$ cat src/rtl/flspm_pkg.sv
// constants for the fuse/lock readback and self-programming sequencer
package flspm_pkg;
    // apb register map
    localparam logic [11:0] CTRL_OFF   = 12'h000;
    localparam logic [11:0] STAT_OFF   = 12'h004;
    // control register bit positions
    localparam int SPMEN_BIT   = 0;
    localparam int ERASE_BIT   = 1;
    localparam int WRITE_BIT   = 2;
    localparam int LOCK_READ_SELECT_BIT  = 3;
    localparam int RWWRE_BIT   = 4;
    localparam int RWWBUSY_BIT = 6;
    localparam int CMD_W       = 5;
    // command codes in the low control field
    localparam logic [4:0] CMD_NONE    = 5'h00;
    localparam logic [4:0] CMD_BUFLOAD = 5'h01;
    localparam logic [4:0] CMD_ERASE   = 5'h03;
    localparam logic [4:0] CMD_WRITE   = 5'h05;
    localparam logic [4:0] CMD_LOCKSET = 5'h09;
    localparam logic [4:0] CMD_RWWRE   = 5'h11;
    // readback z addresses
    localparam logic [16:0] Z_FUSE_LOW  = 17'h00000;
    localparam logic [16:0] Z_LOCK      = 17'h00001;
    localparam logic [16:0] Z_EXT_FUSE  = 17'h00002;
    localparam logic [16:0] Z_FUSE_HIGH = 17'h00003;
    localparam logic [1:0]  LOCK_PAD    = 2'h3;
    // z pointer fields
    localparam int Z_WORD_LSB = 1;
    localparam int Z_WORD_MSB = 7;
    localparam int Z_PAGE_LSB = 8;
    localparam int Z_PAGE_MSB = 16;
    // window lengths in cpu cycles
    localparam logic [2:0] LOAD_WIN  = 3'h3;
    localparam logic [2:0] STORE_WIN = 3'h4;
    // flash operation time, in ms, and rc oscillator ticks
    localparam real FLASH_MIN_MS   = 3.7;
    localparam real FLASH_MAX_MS   = 4.5;
    localparam int  RC_KHZ         = 1000;
    localparam int  FLASH_MIN_TICK = int'($ceil(FLASH_MIN_MS * RC_KHZ));
    localparam int  FLASH_MAX_TICK = int'($floor(FLASH_MAX_MS * RC_KHZ));
    localparam int  TICK_W         = 16;
    // first page of the no-read-while-write section
    localparam logic [8:0] NO_READ_WHILE_WRITE_SECTION_FIRST_PAGE = 9'h1e0;
    // flash operation kinds
    typedef enum logic [1:0] {
        FLSPM_OP_IDLE  = 2'b00,
        FLSPM_OP_ERASE = 2'b01,
        FLSPM_OP_WRITE = 2'b10,
        FLSPM_OP_LOCK  = 2'b11
    } flspm_op_t;
endpackage

$ cat src/rtl/flspm_optimer.sv
// flash operation duration timer running on rc oscillator ticks
`timescale 1ns/10ps
`default_nettype none
module flspm_optimer
    import flspm_pkg::*;
#(
    parameter int TICKS = flspm_pkg::FLASH_MIN_TICK
) (
    input  wire logic clk,
    input  wire logic por_rst,
    input  wire logic ce,
    input  wire logic start,
    input  wire logic rc_tick,
    output logic      busy,
    output logic      done
);
    logic [TICK_W-1:0] cnt_q, cnt_d;
    logic              busy_q, busy_d;
    logic              done_q, done_d;

    // ***************************************
    // tick counting; only power-on reset stops it
    // ***************************************
    // the first tick may follow start at once, so TICKS+1 ticks span TICKS whole periods
    always_comb begin
        cnt_d  = cnt_q;
        busy_d = busy_q;
        done_d = 1'b0;
        if (start && !busy_q) begin
            cnt_d  = '0;
            busy_d = 1'b1;
        end else if (busy_q && rc_tick) begin
            if (cnt_q == TICK_W'(TICKS)) begin
                busy_d = 1'b0;
                done_d = 1'b1;
            end else begin
                cnt_d = cnt_q + 1'b1;
            end
        end
    end

    always_ff @(posedge clk) begin
        if (por_rst) begin
            cnt_q  <= '0;
            busy_q <= 1'b0;
            done_q <= 1'b0;
        end else if (ce) begin
            cnt_q  <= cnt_d;
            busy_q <= busy_d;
            done_q <= done_d;
        end
    end

    assign busy = busy_q;
    assign done = done_q;
endmodule
`default_nettype wire

$ cat src/rtl/flspm_top.sv
// self-programming controller: fuse/lock readback, command windows, flash timing
`timescale 1ns/10ps
`default_nettype none
module flspm_top #(
    parameter int          OP_TICKS   = flspm_pkg::FLASH_MIN_TICK,
    parameter logic [8:0]  NO_READ_WHILE_WRITE_SECTION_PAGE  = flspm_pkg::NO_READ_WHILE_WRITE_SECTION_FIRST_PAGE
) (
    input  wire logic        clk,
    input  wire logic        sys_rst,
    input  wire logic        por_rst,
    input  wire logic        ce,
    input  wire logic        psel,
    input  wire logic        penable,
    input  wire logic        pwrite,
    input  wire logic [11:0] paddr,
    input  wire logic [31:0] pwdata,
    output logic      [31:0] prdata,
    output logic             pready,
    output logic             pslverr,
    input  wire logic        lpm_req,
    input  wire logic        spm_req,
    input  wire logic [16:0] core_z,
    input  wire logic [7:0]  spm_r0,
    input  wire logic [7:0]  flash_rdata,
    output logic      [7:0]  lpm_rdata,
    output logic             lpm_valid,
    input  wire logic [7:0]  fuse_low,
    input  wire logic [7:0]  fuse_high,
    input  wire logic [7:0]  extended_fuse,
    input  wire logic [5:0]  lock_bits,
    input  wire logic        eeprom_write_busy,
    input  wire logic        rc_tick,
    output logic             flash_start,
    output flspm_pkg::flspm_op_t flash_op,
    output logic      [8:0]  flash_page,
    output logic      [6:0]  flash_word,
    output logic      [7:0]  lock_wr_data,
    output logic             buf_load,
    output logic             buf_clear,
    output logic             rww_busy,
    output logic             rww_read_block,
    output logic             cpu_halt
);
    import flspm_pkg::*;

    // ***************************************
    // state
    // ***************************************
    logic [CMD_W-1:0] cmd_q, cmd_d;
    logic [2:0]       cyc_q, cyc_d;
    flspm_op_t        op_q, op_d;
    logic             rwwb_q, rwwb_d, halt_q, halt_d;
    logic [31:0]      prdata_q, prdata_d;
    logic             pready_q, pready_d, pslverr_q, pslverr_d;
    logic [7:0]       lrd_q, lrd_d;
    logic             lval_q, start_q, start_d, bl_q, bl_d, bc_q, bc_d;
    logic [8:0]       page_q, page_d;
    logic [6:0]       word_q, word_d;
    logic [7:0]       lwd_q, lwd_d;
    logic             op_busy, op_done, armed, rb_hit, spm_hit, ctrl_wr;

    // readback source chosen by the z pointer
    function automatic logic [7:0] pick_fuse(input logic [16:0] z);
        if (z == Z_LOCK) begin
            pick_fuse = {LOCK_PAD, lock_bits};
        end else if (z == Z_FUSE_HIGH) begin
            pick_fuse = fuse_high;
        end else if (z == Z_EXT_FUSE) begin
            pick_fuse = extended_fuse;
        end else begin
            pick_fuse = fuse_low;
        end
    endfunction

    flspm_optimer #(
        .TICKS (OP_TICKS)
    ) u_timer (
        .clk     (clk),
        .por_rst (por_rst),
        .ce      (ce),
        .start   (start_q),
        .rc_tick (rc_tick),
        .busy    (op_busy),
        .done    (op_done)
    );

    // ***************************************
    // window and readback qualification
    // ***************************************
    assign armed   = cmd_q[SPMEN_BIT];
    assign ctrl_wr = psel && penable && pready_q && pwrite && (paddr == CTRL_OFF);
    assign rb_hit  = armed && (cmd_q == CMD_LOCKSET) && lpm_req && (cyc_q < LOAD_WIN)
                     && !eeprom_write_busy && (core_z <= Z_FUSE_HIGH);
    assign spm_hit = armed && spm_req && (cyc_q < STORE_WIN) && !eeprom_write_busy;

    // ***************************************
    // control, command execution and flash operation tracking
    // ***************************************
    always_comb begin
        cmd_d   = cmd_q;
        cyc_d   = (cyc_q < STORE_WIN) ? cyc_q + 3'h1 : cyc_q;
        op_d    = op_q;
        rwwb_d  = rwwb_q;
        halt_d  = halt_q;
        start_d = 1'b0;
        bl_d    = 1'b0;
        bc_d    = 1'b0;
        page_d  = page_q;
        word_d  = word_q;
        lwd_d   = lwd_q;
        if (op_done) begin
            op_d   = FLSPM_OP_IDLE;
            halt_d = 1'b0;
            bc_d   = (op_q == FLSPM_OP_WRITE);
        end
        if (rb_hit) begin
            cmd_d = CMD_NONE;
        end else if (spm_hit) begin
            cmd_d  = CMD_NONE;
            page_d = core_z[Z_PAGE_MSB:Z_PAGE_LSB];
            word_d = core_z[Z_WORD_MSB:Z_WORD_LSB];
            case (cmd_q)
                CMD_BUFLOAD: begin
                    bl_d = 1'b1;
                end
                CMD_ERASE, CMD_WRITE: begin
                    start_d = 1'b1;
                    op_d    = (cmd_q == CMD_ERASE) ? FLSPM_OP_ERASE : FLSPM_OP_WRITE;
                    if (core_z[Z_PAGE_MSB:Z_PAGE_LSB] < NO_READ_WHILE_WRITE_SECTION_PAGE) begin
                        rwwb_d = 1'b1;
                    end else begin
                        halt_d = 1'b1;
                    end
                end
                CMD_LOCKSET: begin
                    start_d = 1'b1;
                    op_d    = FLSPM_OP_LOCK;
                    lwd_d   = spm_r0;
                end
                CMD_RWWRE: begin
                    if (!op_busy) begin
                        rwwb_d = 1'b0;
                        bc_d   = 1'b1;
                    end
                end
                default: begin
                    cmd_d = CMD_NONE;
                end
            endcase
        end else if (armed && (cyc_q == STORE_WIN - 3'h1)) begin
            cmd_d = CMD_NONE;
        end
        // a new command is refused while flash or eeprom is busy
        if (ctrl_wr && !op_busy && (op_q == FLSPM_OP_IDLE) && !eeprom_write_busy) begin
            cmd_d = pwdata[CMD_W-1:0];
            cyc_d = 3'h0;
        end
    end

    // ***************************************
    // apb slave, zero wait state
    // ***************************************
    always_comb begin
        pready_d  = psel && !penable;
        pslverr_d = 1'b0;
        prdata_d  = '0;
        if (psel && !penable) begin
            if (paddr == CTRL_OFF) begin
                prdata_d[CMD_W-1:0]   = cmd_q;
                prdata_d[SPMEN_BIT]   = armed || op_busy;
                prdata_d[RWWBUSY_BIT] = rwwb_q;
            end else if (paddr == STAT_OFF) begin
                prdata_d[1:0] = op_q;
                prdata_d[2]   = halt_q;
                prdata_d[3]   = eeprom_write_busy;
                prdata_d[6:4] = cyc_q;
            end else begin
                pslverr_d = 1'b1;
            end
        end
    end

    // ***************************************
    // program load answer
    // ***************************************
    always_comb begin
        lrd_d = rb_hit ? pick_fuse(core_z) : flash_rdata;
    end

    // ***************************************
    // registers; flash state except flash_word and buf_load survives sys_rst
    // ***************************************
    always_ff @(posedge clk) begin
        if (sys_rst) begin
            cmd_q     <= CMD_NONE;
            cyc_q     <= STORE_WIN;
            prdata_q  <= '0;
            pready_q  <= 1'b0;
            pslverr_q <= 1'b0;
            lrd_q     <= '0;
            lval_q    <= 1'b0;
            bl_q      <= 1'b0;
            word_q    <= '0;
        end else if (ce) begin
            cmd_q     <= cmd_d;
            cyc_q     <= cyc_d;
            prdata_q  <= prdata_d;
            pready_q  <= pready_d;
            pslverr_q <= pslverr_d;
            lrd_q     <= lrd_d;
            lval_q    <= lpm_req;
            bl_q      <= bl_d;
            word_q    <= word_d;
        end
    end

    always_ff @(posedge clk) begin
        if (por_rst) begin
            op_q    <= FLSPM_OP_IDLE;
            rwwb_q  <= 1'b0;
            halt_q  <= 1'b0;
            start_q <= 1'b0;
            bc_q    <= 1'b0;
            page_q  <= '0;
            lwd_q   <= '0;
        end else if (ce) begin
            op_q    <= op_d;
            rwwb_q  <= rwwb_d;
            halt_q  <= halt_d;
            start_q <= start_d;
            bc_q    <= bc_d;
            page_q  <= page_d;
            lwd_q   <= lwd_d;
        end
    end

    assign prdata         = prdata_q;
    assign pready         = pready_q;
    assign pslverr        = pslverr_q;
    assign lpm_rdata      = lrd_q;
    assign lpm_valid      = lval_q;
    assign flash_start    = start_q;
    assign flash_op       = op_q;
    assign flash_page     = page_q;
    assign flash_word     = word_q;
    assign lock_wr_data   = lwd_q;
    assign buf_load       = bl_q;
    assign buf_clear      = bc_q;
    assign rww_busy       = rwwb_q;
    assign rww_read_block = rwwb_q;
    assign cpu_halt       = halt_q;

    // ***************************************
    // checks
    // ***************************************
    chk_lock_readback: assert property (@(posedge clk) disable iff (sys_rst || por_rst)
        (ce && rb_hit && core_z == Z_LOCK) |=> (lpm_rdata == {LOCK_PAD, $past(lock_bits)}))
        else $error("lock byte readback wrong");
    chk_fuse_low_rd: assert property (@(posedge clk) disable iff (sys_rst || por_rst)
        (ce && rb_hit && core_z == Z_FUSE_LOW) |=> (lpm_rdata == $past(fuse_low)))
        else $error("fuse low readback wrong");
    chk_fuse_high_rd: assert property (@(posedge clk) disable iff (sys_rst || por_rst)
        (ce && rb_hit && core_z == Z_FUSE_HIGH) |=> (lpm_rdata == $past(fuse_high)))
        else $error("fuse high readback wrong");
    chk_ext_fuse_rd: assert property (@(posedge clk) disable iff (sys_rst || por_rst)
        (ce && rb_hit && core_z == Z_EXT_FUSE) |=> (lpm_rdata == $past(extended_fuse)))
        else $error("extended fuse readback wrong");
    chk_window_expiry: assert property (@(posedge clk) disable iff (sys_rst || por_rst)
        (ce && armed && cyc_q == (STORE_WIN - 3'h1) && !spm_req && !ctrl_wr) |=> (cmd_q == CMD_NONE))
        else $error("armed bits not cleared after store window");
    chk_plain_load: assert property (@(posedge clk) disable iff (sys_rst || por_rst)
        (ce && lpm_req && !armed) |=> (lpm_valid && lpm_rdata == $past(flash_rdata)))
        else $error("ordinary load not from program memory");
    chk_eeprom_block: assert property (@(posedge clk) disable iff (sys_rst || por_rst)
        (ce && eeprom_write_busy) |=> (!flash_start && !buf_load))
        else $error("flash action during eeprom write");
    chk_late_store: assert property (@(posedge clk) disable iff (sys_rst || por_rst)
        (ce && spm_req && (!armed || cyc_q >= STORE_WIN)) |=> !flash_start)
        else $error("store outside window took effect");
    chk_rww_blocked: assert property (@(posedge clk) disable iff (sys_rst || por_rst)
        (ce && start_q && op_q != FLSPM_OP_LOCK && !halt_q) |-> rww_read_block)
        else $error("rww readable during erase or write");
    chk_op_survives: assert property (@(posedge clk) disable iff (por_rst)
        (ce && sys_rst && op_q != FLSPM_OP_IDLE && !op_done) |=> (op_q != FLSPM_OP_IDLE))
        else $error("reset aborted flash operation");
endmodule
`default_nettype wire

$ cat config.mk
export PLATFORM = sky130hd
export DESIGN_NAME = flspm_top
export DESIGN_NICKNAME = d
export VERILOG_FILES = /design/src/rtl/flspm_pkg.sv /design/src/rtl/flspm_optimer.sv /design/src/rtl/flspm_top.sv
export SDC_FILE = /design/constraint.sdc
export NUM_CORES = 1
export LEC_CHECK = 0
export ABC_CLOCK_PERIOD_IN_PS = 2100
export BUFFER_PORTS_ARGS = -buffer_cell sky130_fd_sc_hd__buf_2
export CAP_MARGIN = 40
export CORE_MARGIN = 2
export CORE_UTILIZATION = 40
export DETAILED_ROUTE_END_ITERATION = 7
export PLACE_DENSITY = 0.69
export SLEW_MARGIN = 25
export SYNTH_ARGS = -nofsm -noshare
export SYNTH_HDL_FRONTEND = slang
export SYNTH_SLANG_ARGS = --single-unit
$ cat constraint.sdc
create_clock -name clk -period 2.1 [get_ports clk]
set_input_delay 0.105 -clock clk [delete_from_list [all_inputs] [get_ports clk]]
set_output_delay 0.105 -clock clk [all_outputs]
set_load 0.02 [all_outputs]
==> Word-level counts from Yosys, hierarchy flattened <==
Cells that the tools add are included.
Widths: inputs -> output; s select.
{ "totals": {"reg_bits": 75, "input_bits": 118, "output_inout_bits": 75, "word_cells": 131} }
{ "op_classes": {"n_addsub": 2, "order_cmp": 4, "n_eq_ne": 15, "mux": 51, "bitwise_logic": 1, "reduce_logical": 39} }
{ "ops": {"columns": ["operator", "n"], "rows": [
  ["$mux 16", 3],
  ["$eq 17x2->1 const B", 2],
  ["$mux 8", 4],
  ["$mux 1", 29],
  ["$mux 5", 5],
  ["$logic_and 1x1->1", 19],
  ["$eq 17x1->1 const B", 1],
  ["$le 17x2->1 const B", 1],
  ["$add 16x1->16 const B", 1],
  ["$eq 16x12->1 const B", 1],
  ["$mux 7", 2],
  ["$eq 12x3->1 const B", 1],
  ["$logic_not 12->1", 1],
  ["$lt 9x9->1 const B", 1],
  ["$reduce_and 3->1", 3],
  ["$mux 2", 4],
  ["$reduce_bool 2->1", 4],
  ["$mux 3", 2],
  ["$reduce_and 6->1", 1],
  ["$eq 5x1->1 const B", 1],
  ["$eq 5x2->1 const B", 1],
  ["$eq 5x3->1 const B", 1],
  ["$eq 5x4->1 const B", 1],
  ["$eq 5x5->1 const B", 1],
  ["18 further kinds", 22]
]} }

==> Longest topological paths before layout <==
Gate-level depths: netlist of run 1.
{ "depth": {"ltp_word": 9, "depth_mapped": 7} }

==> Modules after synthesis <==
Synthesis of run 1 repeated with hierarchy kept, for this count alone.
{ "unflattened": {"cells_unflattened": 457, "hier_area_um2": 4021.4} }
{ "by_module_without_submodules": {"columns": ["mod", "instances", "cells_per_inst", "area_per_inst_um2"], "rows": [
  ["flspm_top", 1, 328, 2949.1],
  ["flspm_optimer", 1, 129, 1072.3]
]} }

==> Least setup slack after synthesis of run 1 <==
OpenSTA, ideal clock, no wires.
{ "synth_timing": {"path_kind": "reg-to-reg", "start": "register cmd_q[4]", "end": "register word_q[0] (netlist: flash_word[0])", "setup_time_ps": 128, "t_arrival_ps": 1726, "t_required_ps": 1972, "setup_slack_ps": 247, "stages_incl_launch_ff": 8, "path_buffers": 2, "path_cell_list": "dfxtp_1 > buf_6 > nor4b_4 > nand4_4 > o211ai_4 > buf_12 > mux2i_1 > nor2_1"} }
{ "synth_via": {"elab_chain_len": 8} }
{ "synth_lines": {"columns": ["element", "line", "source"], "rows": [
  ["start, declared", "flspm_top.sv:49", "logic [CMD_W-1:0] cmd_q, cmd_d;"],
  ["start signal, assigned", "flspm_top.sv:205", "cmd_q <= cmd_d;"],
  ["$eq 5x4->1", "flspm_top.sv:92", "assign rb_hit = armed && (cmd_q == CMD_LOCKSET) && lpm_req && (cyc_q < LOAD_WIN)"],
  ["$logic_and 1x1->1 (3 in series)", "flspm_top.sv:92", null],
  ["$logic_and 1x1->1 (2 in series)", "flspm_top.sv:93", "&& !eeprom_write_busy && (core_z <= Z_FUSE_HIGH);"],
  ["$not 1->1 (no source line)", null, null],
  ["$reduce_and 3->1 (no source line)", null, null],
  ["end signal, assigned", "flspm_top.sv:213", "word_q <= word_d;"],
  ["end, declared", "flspm_top.sv:58", "logic [6:0] word_q, word_d;"]
]} }
Every way passes these cells.
A chain may end at the register's enable or synchronous reset.

==> Final worst setup path of run 1 <==
{ "layout_timing": {"start": "input core_z[6]", "end": "register lrd_q[0] (netlist: lpm_rdata[0])"} }
{ "layout_via": {"elab_chain_len": 5, "word_cells_on_any_way": 9, "classes_between": "order compare: 1; eq/ne: 3; mux: 4; reduce/logical: 1"} }
{ "layout_lines": {"columns": ["element", "line", "source"], "rows": [
  ["start, declared", "flspm_top.sv:22", "input wire logic [16:0] core_z,"],
  ["branches (longest 4 deep; another with $le 17x2->1)", null, null],
  ["$mux 8 (*)", "flspm_top.sv:187", "lrd_d = rb_hit ? pick_fuse(core_z) : flash_rdata;"],
  ["end signal, assigned", "flspm_top.sv:210", "lrd_q <= lrd_d;"],
  ["end, declared", "flspm_top.sv:55", "logic [7:0] lrd_q, lrd_d;"]
]} }
Mark *: on every way between the ends.

==> impl_metrics.csv, run 1 <==
group,metric,value,unit
setup_path,critPathMaxFanout,11,
cts,post_cts_buffers,0,
synthesis,synth-adder-area-share,0.0131,
place,postPlaceCellArea,4520,sq um
floorplanning,dieArea,10400,sq um
place,placedCellCount,674,
detailed_routing,first_pass_iters,4,
cts,clock_latency,0.35,ns
final_layout,final_cell_area,4880,sq um
setup_path,arrival,2.27,ns
detailed_routing,ant_nets,0,
grt,grt_antenna_before_repair,0,
hold_path,hold_path_end,"flash_word[1]",
sta,worst_pin_slew,0.589,ns
setup_path,worst_r2r_path_depth,5,
cts,cts_sinks,75,
cts,tritoncts,"built",
sta,hold_slack,0.0152,ns
synthesis,synth_top_family_by_area,"simple AND/OR/NAND/NOR gates",
detailed_routing,drt_iter0_drc,139,
sta,slew_headroom,0.602,
grt,grt_pass1_vias,3428,
cts,root_buffer,"clkbuf_8",
final_layout,area_delta_synth_final,27.4,%
final_layout,fin_nets,695,
setup_path,worst_ep_required_time,2.32,ns
sta,slew_viol_final,0,
final_layout,diodes,0,
setup_path,crit_path_end_kind,"flop",
power,fin_total_pwr,2.77,mW
hold_path,hold_path_class,"input port to flop",
synthesis,synth_cell_types,59,
grt,grt_max_degree,28,
flow_run,drv_cap,0,
setup_path,cp-start-kind,"input port",
synthesis,syn_avg_cell_area,9.16,sq um
synthesis,synth-warning-count,0,
grt,grt_pass1_wl,15.8,mm
place,gp_congestion,0.797,
status,outcome,"finished, final reports clean",
cts,clk_path_buf_depth,2,
sta,setup_viol,0,
power,p_per_area,569,nW/um^2
sta,grt_setup_unrepaired,"true",
synthesis,synthCells,418,
detailed_routing,drc,0,
setup_path,reg2reg_slack,0.19,ns
synthesis,synth_xor_area_frac,0.0389,
synthesis,synth_area,3830,sq um
power,p_comb_frac,0.107,
synthesis,synthSimpleGateAreaFrac,0.215,
synthesis,synth-compound-area-share,0.136,
setup_path,worstSetupPathType,"input port to flop",
synthesis,synthArstFlopShare,0,
floorplanning,die_h,102,um
detailed_routing,wirelength,9.89,mm
power,switching_share,0.268,
synthesis,ys_ff_latch,75,
power,pwr-share-clk,0.374,
cts,numCtsBuffers,9,
place,portBuffers,140,
synthesis,ys_top_cells_by_area,"dfxtp_1 39%, mux2i_1 8.4%, buf_4 5.5%",
synthesis,synth_seq_area_share,0.392,
setup_path,worstReg2RegEnd,"cmd_q[0]",
synthesis,yosys.area.top_type,"dfxtp_1",
power,power_frac_seq,0.519,
final_layout,drive_gt1_frac,0.317,
floorplanning,coreArea,9280,sq um
setup_path,r2r_start,"cmd_q[4]",
synthesis,synth-edff-count,0,
sta,period_needed,2.04,ns
sta,hold_viol,0,
detailed_routing,vias,3565,
synthesis,synth_mux_area_frac,0.104,
floorplanning,die_w,102,um
power,max-vdd-ir-drop,0.000322,V
sta,fin_ws,0.0569,ns
power,power_leakage,2.34,nW
cts,htree_levels,3,
grt,grt_usage,0.194,
sta,fmax,489,MHz
place,dp_slack,0.104,ns
detailed_routing,wl_per_cell,14.0,um
grt,grt.overflow.total,0,
cts,clk_pin_slew,0.08,ns
sta,finalClockSkew,0.0152,ns
place,dpl.hpwl,7.36,mm
hold_path,hp-start,"core_z[2]",
hold_path,hold_path_depth,3,
sta,post-route-period-util,0.973,
floorplanning,io_pins,193,
synthesis,yosysTopAreaCellShare,0.392,
power,power.internal,2.03,mW
floorplanning,fp-row-count,35,
detailed_routing,viasPerCell,5.04,
power,switching_power,0.744,mW
floorplanning,start_util,0.413,
synthesis,yosys_most_used_dff,"dfxtp_1",
final_layout,fin_cells,707,
==> worst max-delay path by stage <==
stage               startpoint             to  slack (ns)  cells past startpoint
floorplan             cmd_q[4]  flash_word[0]        0.25                      7
global placement    core_z[16]   lpm_rdata[0]        0.15                      7
detailed placement  core_z[16]   lpm_rdata[1]        0.10                      7
CTS                  core_z[6]   lpm_rdata[1]        0.03                      8
global route        core_z[12]   lpm_rdata[1]       -0.09                      8
finish               core_z[6]   lpm_rdata[0]        0.06                      8
==> kinds of logic (layout without fill, tap and decap cells) <==
family                     count (synthesis)  count (layout)
and+or+nand+nor                          156             156
DFF                                       75              75
muxes                                     38              38
AOI/OAI and AO/OA                         73              73
xor gates and xnor gates                  17              17
other                                      1              25
buffers and inverters                     54             190
adders and majority gates                  4               4
==> power groups by stage <==
stage	clock (mW)	combinational, mW	sequential, mW
5_1_grt	1.13	0.324	1.44
3_3_place_gp	0	0.266	1.47
6_report	1.04	0.297	1.44
3_5_place_dp	0	0.270	1.47
4_1_cts	1.07	0.295	1.44
2_1_floorplan	0	0.167	1.49
==> area by class of cell <==
class | count | area, sq um
Clock inverter | 6 | 48.8
Sequential cell | 75 | 1500
Tap cell | 129 | 161
Multi-Input combinational cell | 313 | 2040
Clock buffer | 10 | 138
Inverter | 6 | 22.5
Fill cell | 879 | 4410
Timing Repair Buffer | 168 | 966
==> cell usage after synthesis, types with 2 or more instances <==
library cell,instances
a21oi_1,17
nand3b_1,3
a2111oi_0,5
and3_1,7
nor3_1,9
nand4b_1,2
nand4_1,9
mux2i_1,32
o21ai_1,5
and4_1,3
nand3_1,13
clkbuf_1,10
a31oi_1,4
a311oi_1,3
o41ai_1,2
buf_6,5
dfxtp_1,75
xnor2_1,6
mux2_2,5
nor4b_1,3
xor2_1,11
nand2_1,32
nor2b_1,3
nor4_1,5
nor3b_1,2
buf_4,28
ha_1,4
nor2_1,49
o311ai_0,3
nand2b_1,5
o21ai_0,15
inv_1,6
or3_1,2
a22o_1,10
==> worst max-delay path, cell delays in order <==
cell and delay, ns:
dlygate4sd3_1 0.53, buf_2 0.13, nor4_1 0.25, nand4_2 0.13
buf_4 0.22, o21bai_1 0.22, a2111oi_0 0.54, o21ai_1 0.13
==> cell usage in the layout (no fill, tap or decap), drive strengths merged, types with 3 or more instances in the layout <==
master	instances
clkbuf	10
and3	7
a21oi	17
nand4	11
and4	3
a311oi	3
nor2b	3
nor3	9
nor2	50
conb	25
dlygate4sd3	17
a2111oi	5
dfxtp	75
xor2	11
mux2i	32
nand3	13
nor4	5
o21ai	20
clkinvlp	3
buf	151
a31oi	4
or3	3
nand2b	5
nand3b	3
nand2	32
nor4b	4
inv	7
o311ai	3
mux2	5
ha	4
a22o	10
xnor2	6
==> timing repair <==
| item | 4_1_cts | 5_1_grt |
|---|---|---|
| hold buffers | 17 | 0 |
| endpoints found under the setup margin | 0 | 5 |
| resized for setup | 0 | 2 |
| endpoints found under the hold margin | 17 | 0 |
==> stage by stage <==
stage                      util  TNS [ns]
after floorplan               -         0
after global placement    0.487         0
after detailed placement  0.487         0
after CTS                 0.525         0
after global routing      0.525    -0.239
final                     0.525         0
==> routing by layer <==
| layer | GRT usage | vias up | share of wire |
|---|---|---|---|
| li1 | - | 1762 | - |
| met1 | 0.238 | 1644 | 0.44 |
| met2 | 0.322 | 143 | 0.47 |
| met3 | 0.0479 | 16 | 0.071 |
| met4 | 0.0841 | 0 | 0.019 |
| met5 | 0 | - | 0 |
==> sequential cells by signal (all words and copies together) (netlist names), 3 cells and up <==
| name | cells |
|---|---|
| u_timer.cnt_q | 16 |
| cyc_q | 3 |
| prdata | 7 |
| lpm_rdata | 8 |
| flash_word | 7 |
| lock_wr_data | 8 |
| flash_page | 9 |
| cmd_q | 5 |
(Power assumes the default switching activity.)
==> run 2, diff against run 1 <==
--- a/config.mk
+++ b/config.mk
@@ -5,7 +5,7 @@
 export SDC_FILE = /design/constraint.sdc
 export NUM_CORES = 1
 export LEC_CHECK = 0
-export ABC_CLOCK_PERIOD_IN_PS = 2100
+export ABC_CLOCK_PERIOD_IN_PS = 2150
 export BUFFER_PORTS_ARGS = -buffer_cell sky130_fd_sc_hd__buf_2
 export CAP_MARGIN = 40
 export CORE_MARGIN = 2
==> constraint.sdc (replaced) <==
create_clock -name clk -period 2.15 [get_ports clk]
set_input_delay 0.1075 -clock clk [delete_from_list [all_inputs] [get_ports clk]]
set_output_delay 0.1075 -clock clk [all_outputs]
set_load 0.02 [all_outputs]
==> run 2 against run 1 <==
Hold slack got worse by 0.00084 ns. First-iteration DRC count increased by 53%. Critical path type is now flop to flop. Clock skew decreased by 0.0055 ns.
==> impl_metrics.csv, run 2 (synthesis gave the netlist of run 1 again) <==
group,metric,value,unit
status,outcome,"finished, final reports clean",
final_layout,area_delta_synth_final,26.9,%
power,power_leakage,2.35,nW
power,switching_power,0.707,mW
grt,grt_max_degree,28,
cts,post_cts_buffers,0,
final_layout,diodes,0,
final_layout,fillCellCount,879,
grt,grt.overflow.total,0,
power,p_per_area,617,nW/um^2
sta,post-route-period-util,0.898,
setup_path,path_cells,"inv_1 > ha_1 > nor4b_1 > a41oi_1 > nand3_1 > xor2_1 > nor2_1",
setup_path,arrival,2.14,ns
sta,slew_headroom,0.598,
detailed_routing,viasPerCell,5.10,
hold_path,hold_path_class,"input port to flop",
floorplanning,fp-row-count,35,
floorplanning,start_util,0.413,
setup_path,worstSetupPathType,"flop to flop",
cts,cts_sinks,75,
sta,slew_viol_final,0,
sta,setup_viol,0,
sta,finalClockSkew,0.00966,ns
floorplanning,coreArea,9280,sq um
place,dpl.hpwl,7.36,mm
sta,period_needed,1.93,ns
detailed_routing,wl_per_cell,14.1,um
sta,fmax,518,MHz
floorplanning,io_pins,193,
setup_path,critPathMaxStageDelay,0.54,ns
detailed_routing,ant_nets,0,
cts,clk_pin_slew,0.08,ns
setup_path,critPathMaxFanout,6,
power,max-vdd-ir-drop,0.000322,V
cts,clock_latency,0.34,ns
floorplanning,die_w,102,um
cts,numCtsBuffers,9,
detailed_routing,first_pass_iters,4,
sta,hold_viol,0,
setup_path,worst_r2r_path_depth,7,
cts,clk_path_buf_depth,2,
power,p_comb_frac,0.092,
grt,grt_usage,0.187,
grt,grt_pass1_wl,15.4,mm
final_layout,fin_nets,688,
detailed_routing,drt_iter0_drc,213,
place,gp_congestion,0.824,
setup_path,critPathSlowestCell,"a41oi_1",
final_layout,seq_area,1500,sq um
final_layout,largest_reg_flops,16,
sta,hold_slack,0.0143,ns
final_layout,largest-register,"u_timer.cnt_q",
sta,fin_tns_setup,0,ns
setup_path,worst_ep_required_time,2.36,ns
sta,worst_pin_slew,0.595,ns
sta,grt_setup_unrepaired,"false",
final_layout,drive_gt1_frac,0.319,
power,power.internal,2.29,mW
floorplanning,die_h,102,um
final_layout,multi_input_area,2040,sq um
floorplanning,dieArea,10400,sq um
power,power_frac_seq,0.469,
detailed_routing,wirelength,9.84,mm
grt,grt_pass1_vias,3281,
power,pwr-share-clk,0.439,
grt,grt_antenna_before_repair,0,
final_layout,layout_commonest_cell,"buf_2",
hold_path,hold_path_depth,3,
power,switching_share,0.236,
final_layout,mostFrequentLayoutCells,"140 x buf_2, 75 x dfxtp_1, 49 x nor2_1, 32 x mux2i_1, 32 x nand2_1",
place,postPlaceCellArea,4520,sq um
setup_path,crit_path_end_kind,"flop",
cts,root_buffer,"clkbuf_8",
detailed_routing,vias,3567,
place,portBuffers,140,
cts,tritoncts,"built",
cts,htree_levels,3,
detailed_routing,drc,0,
final_layout,final_cell_area,4860,sq um
flow_run,drv_cap,0,
setup_path,cp-start-kind,"flop",
==> run 2: layout make-up <==
type	instances	share of cell area
Clock inverter	6	0.0232
Timing Repair Buffer	161	0.184
Clock buffer	10	0.0263
Multi-Input combinational cell	313	0.419
Inverter	6	0.00463
Tap cell	129	0.0332
Sequential cell	75	0.309
==> run 2: final timing paths <==
check	start	end	slack [ns]
worst max-delay path	u_timer.cnt_q[0]	u_timer.cnt_q[5]	0.22
worst min register to register	lpm_rdata[0]	lpm_rdata[0]	0.45
worst min-delay path	spm_r0[0]	lock_wr_data[0]	0.01
worst max register to register	u_timer.cnt_q[0]	u_timer.cnt_q[5]	0.22
==> run 2: per-stage QoR <==
step,utilization,power (mW),cells,worst slack (ns)
finish,0.523,3.00,700,0.220
global route,0.523,3.12,700,0.0794
CTS,0.523,3.02,700,0.245
detailed placement,0.487,1.70,674,0.118
global placement,0.487,1.69,674,0.123
floorplan,-,1.62,442,0.297
==> run 2: critical path, delay by kind of cell (launching register included) <==
kind | cells | cell delay (ns)
AOI/OAI and AO/OA | 1 | 0.54
buffers and inverters | 1 | 0.08
adders and majority gates | 1 | 0.21
DFF | 1 | 0.39
xor gates and xnor gates | 1 | 0.18
and+or+nand+nor | 3 | 0.40
==> run 2: power groups by stage <==
stage,sequential [mW],combinational [mW],clock [mW]
after global placement,1.44,0.257,0
final,1.41,0.277,1.32
after global routing,1.41,0.303,1.41
after detailed placement,1.44,0.261,0
after CTS,1.41,0.275,1.34
after floorplan,1.45,0.163,0
==> run 2: timing repair <==
action                    4_1_cts  5_1_grt
hold buffers                   10        0
resized for setup               0        0
hold endpoints to repair       10        0
==> run 2: routing by layer <==
layer,global-route usage,vias up,wire (um)
met5,0,-,0
met4,0.0503,0,106
met3,0.0527,11,799
met2,0.303,162,4520
met1,0.247,1652,4410
li1,-,1742,-
==> run 3, diff against run 2 <==
--- a/config.mk
+++ b/config.mk
@@ -5,13 +5,14 @@
 export SDC_FILE = /design/constraint.sdc
 export NUM_CORES = 1
 export LEC_CHECK = 0
+export ABC_AREA = 1
 export ABC_CLOCK_PERIOD_IN_PS = 2150
 export BUFFER_PORTS_ARGS = -buffer_cell sky130_fd_sc_hd__buf_2
 export CAP_MARGIN = 40
 export CORE_MARGIN = 2
 export CORE_UTILIZATION = 40
 export DETAILED_ROUTE_END_ITERATION = 7
-export PLACE_DENSITY = 0.69
+export PLACE_DENSITY = 0.66
 export SLEW_MARGIN = 25
 export SYNTH_ARGS = -nofsm -noshare
 export SYNTH_HDL_FRONTEND = slang
==> run 3 against run 2 <==
Cell area grew 11%. Sequential cell count is the same. Die area grew 14%. Worst setup slack lost 0.0056 ns. Cell count grew 41%. Register-to-register slack gained 0.13 ns. Combinational power grew 9.0%. Fmax shrank 0.29%. Clock-buffer cell count grew 2. Synthesized cell count grew 66%.
==> impl_metrics.csv, run 3 <==
group,metric,value,unit
status,outcome,"finished, final reports clean",
cts,clock_latency,0.35,ns
detailed_routing,ant_nets,0,
power,power_leakage,2.65,nW
place,placedCellCount,960,
synthesis,yosys_most_used_dff,"dfxtp_1",
sta,grt_setup_unrepaired,"false",
sta,post-route-period-util,0.900,
final_layout,area_delta_synth_final,22.3,%
final_layout,fin_nets,963,
sta,slew_headroom,0.590,
sta,slew_viol_final,0,
grt,grt_max_degree,34,
final_layout,drive_gt1_frac,0.214,
floorplanning,die_h,109,um
sta,finalClockSkew,0.00650,ns
cts,tritoncts,"built",
cts,cts_sinks,75,
synthesis,synth-edff-count,0,
detailed_routing,wl_per_cell,11.8,um
sta,hold_slack,0.0233,ns
cts,root_buffer,"clkbuf_8",
synthesis,ys_top_cells_by_area,"dfxtp_1 34%, nand2_1 14%, nor2_1 8.6%",
floorplanning,dieArea,11900,sq um
final_layout,final_cell_area,5390,sq um
floorplanning,start_util,0.408,
detailed_routing,drt_iter0_drc,262,
final_layout,layout_commonest_cell,"nand2_1",
synthesis,yosysMostFrequentCell,"nand2_1",
cts,numCtsBuffers,9,
sta,hold_viol,0,
final_layout,fin_cells,984,
synthesis,synthArstFlopShare,0,
synthesis,synth_seq_area_share,0.341,
place,postPlaceCellArea,5120,sq um
synthesis,yosysTopAreaCellShare,0.341,
place,gp_congestion,0.891,
setup_path,arrival,2.18,ns
grt,grt_pass1_wl,18.9,mm
sta,worst_pin_slew,0.610,ns
detailed_routing,first_pass_iters,4,
final_layout,diodes,0,
grt,grt_antenna_before_repair,0,
synthesis,synth_cell_types,33,
synthesis,ys_ff_latch,75,
floorplanning,io_pins,193,
setup_path,cp-start-kind,"input port",
final_layout,largest_reg_flops,16,
synthesis,yosys.area.top_type,"dfxtp_1",
setup_path,worstSetupPathType,"input port to flop",
setup_path,reg2reg_slack,0.35,ns
setup_path,crit_path_end_kind,"flop",
synthesis,synth_area,4410,sq um
hold_path,hold_path_class,"input port to flop",
cts,htree_levels,3,
sta,fin_tns_setup,0,ns
synthesis,synth-warning-count,0,
cts,clk_pin_slew,0.08,ns
floorplanning,fp-row-count,38,
place,portBuffers,140,
power,max-vdd-ir-drop,0.000257,V
synthesis,netlist_top_cells_count,"163 x nand2_1, 101 x nor2_1, 85 x inv_1, 75 x dfxtp_1, 57 x a21oi_1",
detailed_routing,wirelength,11.6,mm
setup_path,worst_ep_required_time,2.39,ns
detailed_routing,drc,0,
power,p_per_area,499,nW/um^2
flow_run,drv_cap,0,
grt,grt_usage,0.201,
synthesis,synthCells,695,
floorplanning,die_w,109,um
sta,period_needed,1.94,ns
place,dpl.hpwl,8.80,mm
final_layout,utilization,0.499,
synthesis,syn_avg_cell_area,6.34,sq um
final_layout,largest-register,"u_timer.cnt_q",
final_layout,mostFrequentLayoutCells,"163 x nand2_1, 140 x buf_2, 101 x nor2_1, 85 x inv_1, 75 x dfxtp_1",
setup_path,critPathMaxFanout,12,
sta,fmax,517,MHz
cts,clk_path_buf_depth,2,
detailed_routing,viasPerCell,4.74,
grt,grt_pass1_vias,4118,
grt,grt.overflow.total,0,
detailed_routing,vias,4663,
sta,setup_viol,0,
floorplanning,coreArea,10800,sq um
==> run 3: cell types whose count changed after synthesis, moves of 7 or more <==
cell / before / now
a21oi_1: 17 / 57
a22o_1: 10 / 0
and3_1: 7 / 0
inv_1: 6 / 85
mux2i_1: 32 / 0
nand2_1: 32 / 163
nand3_1: 13 / 45
nand4_1: 9 / 23
nor2_1: 49 / 101
o21ai_0: 15 / 33
==> run 3: layer usage <==
layer  up-vias  routed length [um]  global-route usage
li1       2472                   -                   -
met1      2032                5460               0.269
met2       149                5310               0.320
met3        10                 735              0.0478
met4         0                 122              0.0632
met5         -                   0                   0
==> run 3: final timing paths <==
path / start / to / cells past startpoint
setup / recovery: core_z[5] / lpm_rdata[4] / 12
hold / removal: core_z[12] / flash_page[4] / 3
setup reg to reg: cmd_q[4] / flash_page[1] / 12
hold reg to reg: lpm_rdata[7] / lpm_rdata[7] / 2
==> run 3: cell families (layout without fill, tap and decap cells) <==
logic type	Yosys count	in the layout	share of synthesized area
AO/OA/AOI/OAI	98	98	0.115
XOR/XNOR	5	5	0.00994
adder cells (fa/ha/maj)	4	4	0.0114
buffers and inverters	139	264	0.150
flip-flops	75	75	0.341
other	1	25	0.000851
AND/OR/NAND/NOR	373	373	0.373
==> run 3: timing repair <==
action | CTS | global route
hold buffers | 10 | 0
buffers inserted | 0 | 0
resized for setup | 0 | 0
endpoints found under the hold margin | 10 | 0
==> run 3: worst max-delay path, stage by stage <==
cell,delay (ns)
dlygate4sd3_1,0.53
buf_2,0.13
nor2_1,0.17
nand3_1,0.16
nor2_2,0.23
nand2_1,0.27
o21ai_0,0.28
nand2_1,0.07
nand2_1,0.06
nand2_1,0.05
nand2_1,0.05
a21oi_1,0.05
==> run 3: through the flow <==
stage / setup WS (ns) / power [mW]
finish: 0.214 / 2.69
global route: 0.0367 / 2.81
CTS: 0.241 / 2.72
detailed placement: 0.352 / 1.73
global placement: 0.408 / 1.73
floorplan: 0.680 / 1.63
==> run 3: report_power, final <==
part | switching (mW) | internal (mW)
logic | 0.188 | 0.114
registers | 0.00748 | 1.40
clock network | 0.509 | 0.468
==> run 3: final cells by class <==
cell class,count,area (sq um)
fill,1171,5400
multi-input combinational,505,2330
sequential,75,1500
timing repair buffer,159,868
inverter,91,343
tap,140,175
clock buffer,12,155
clock inverter,2,12.5
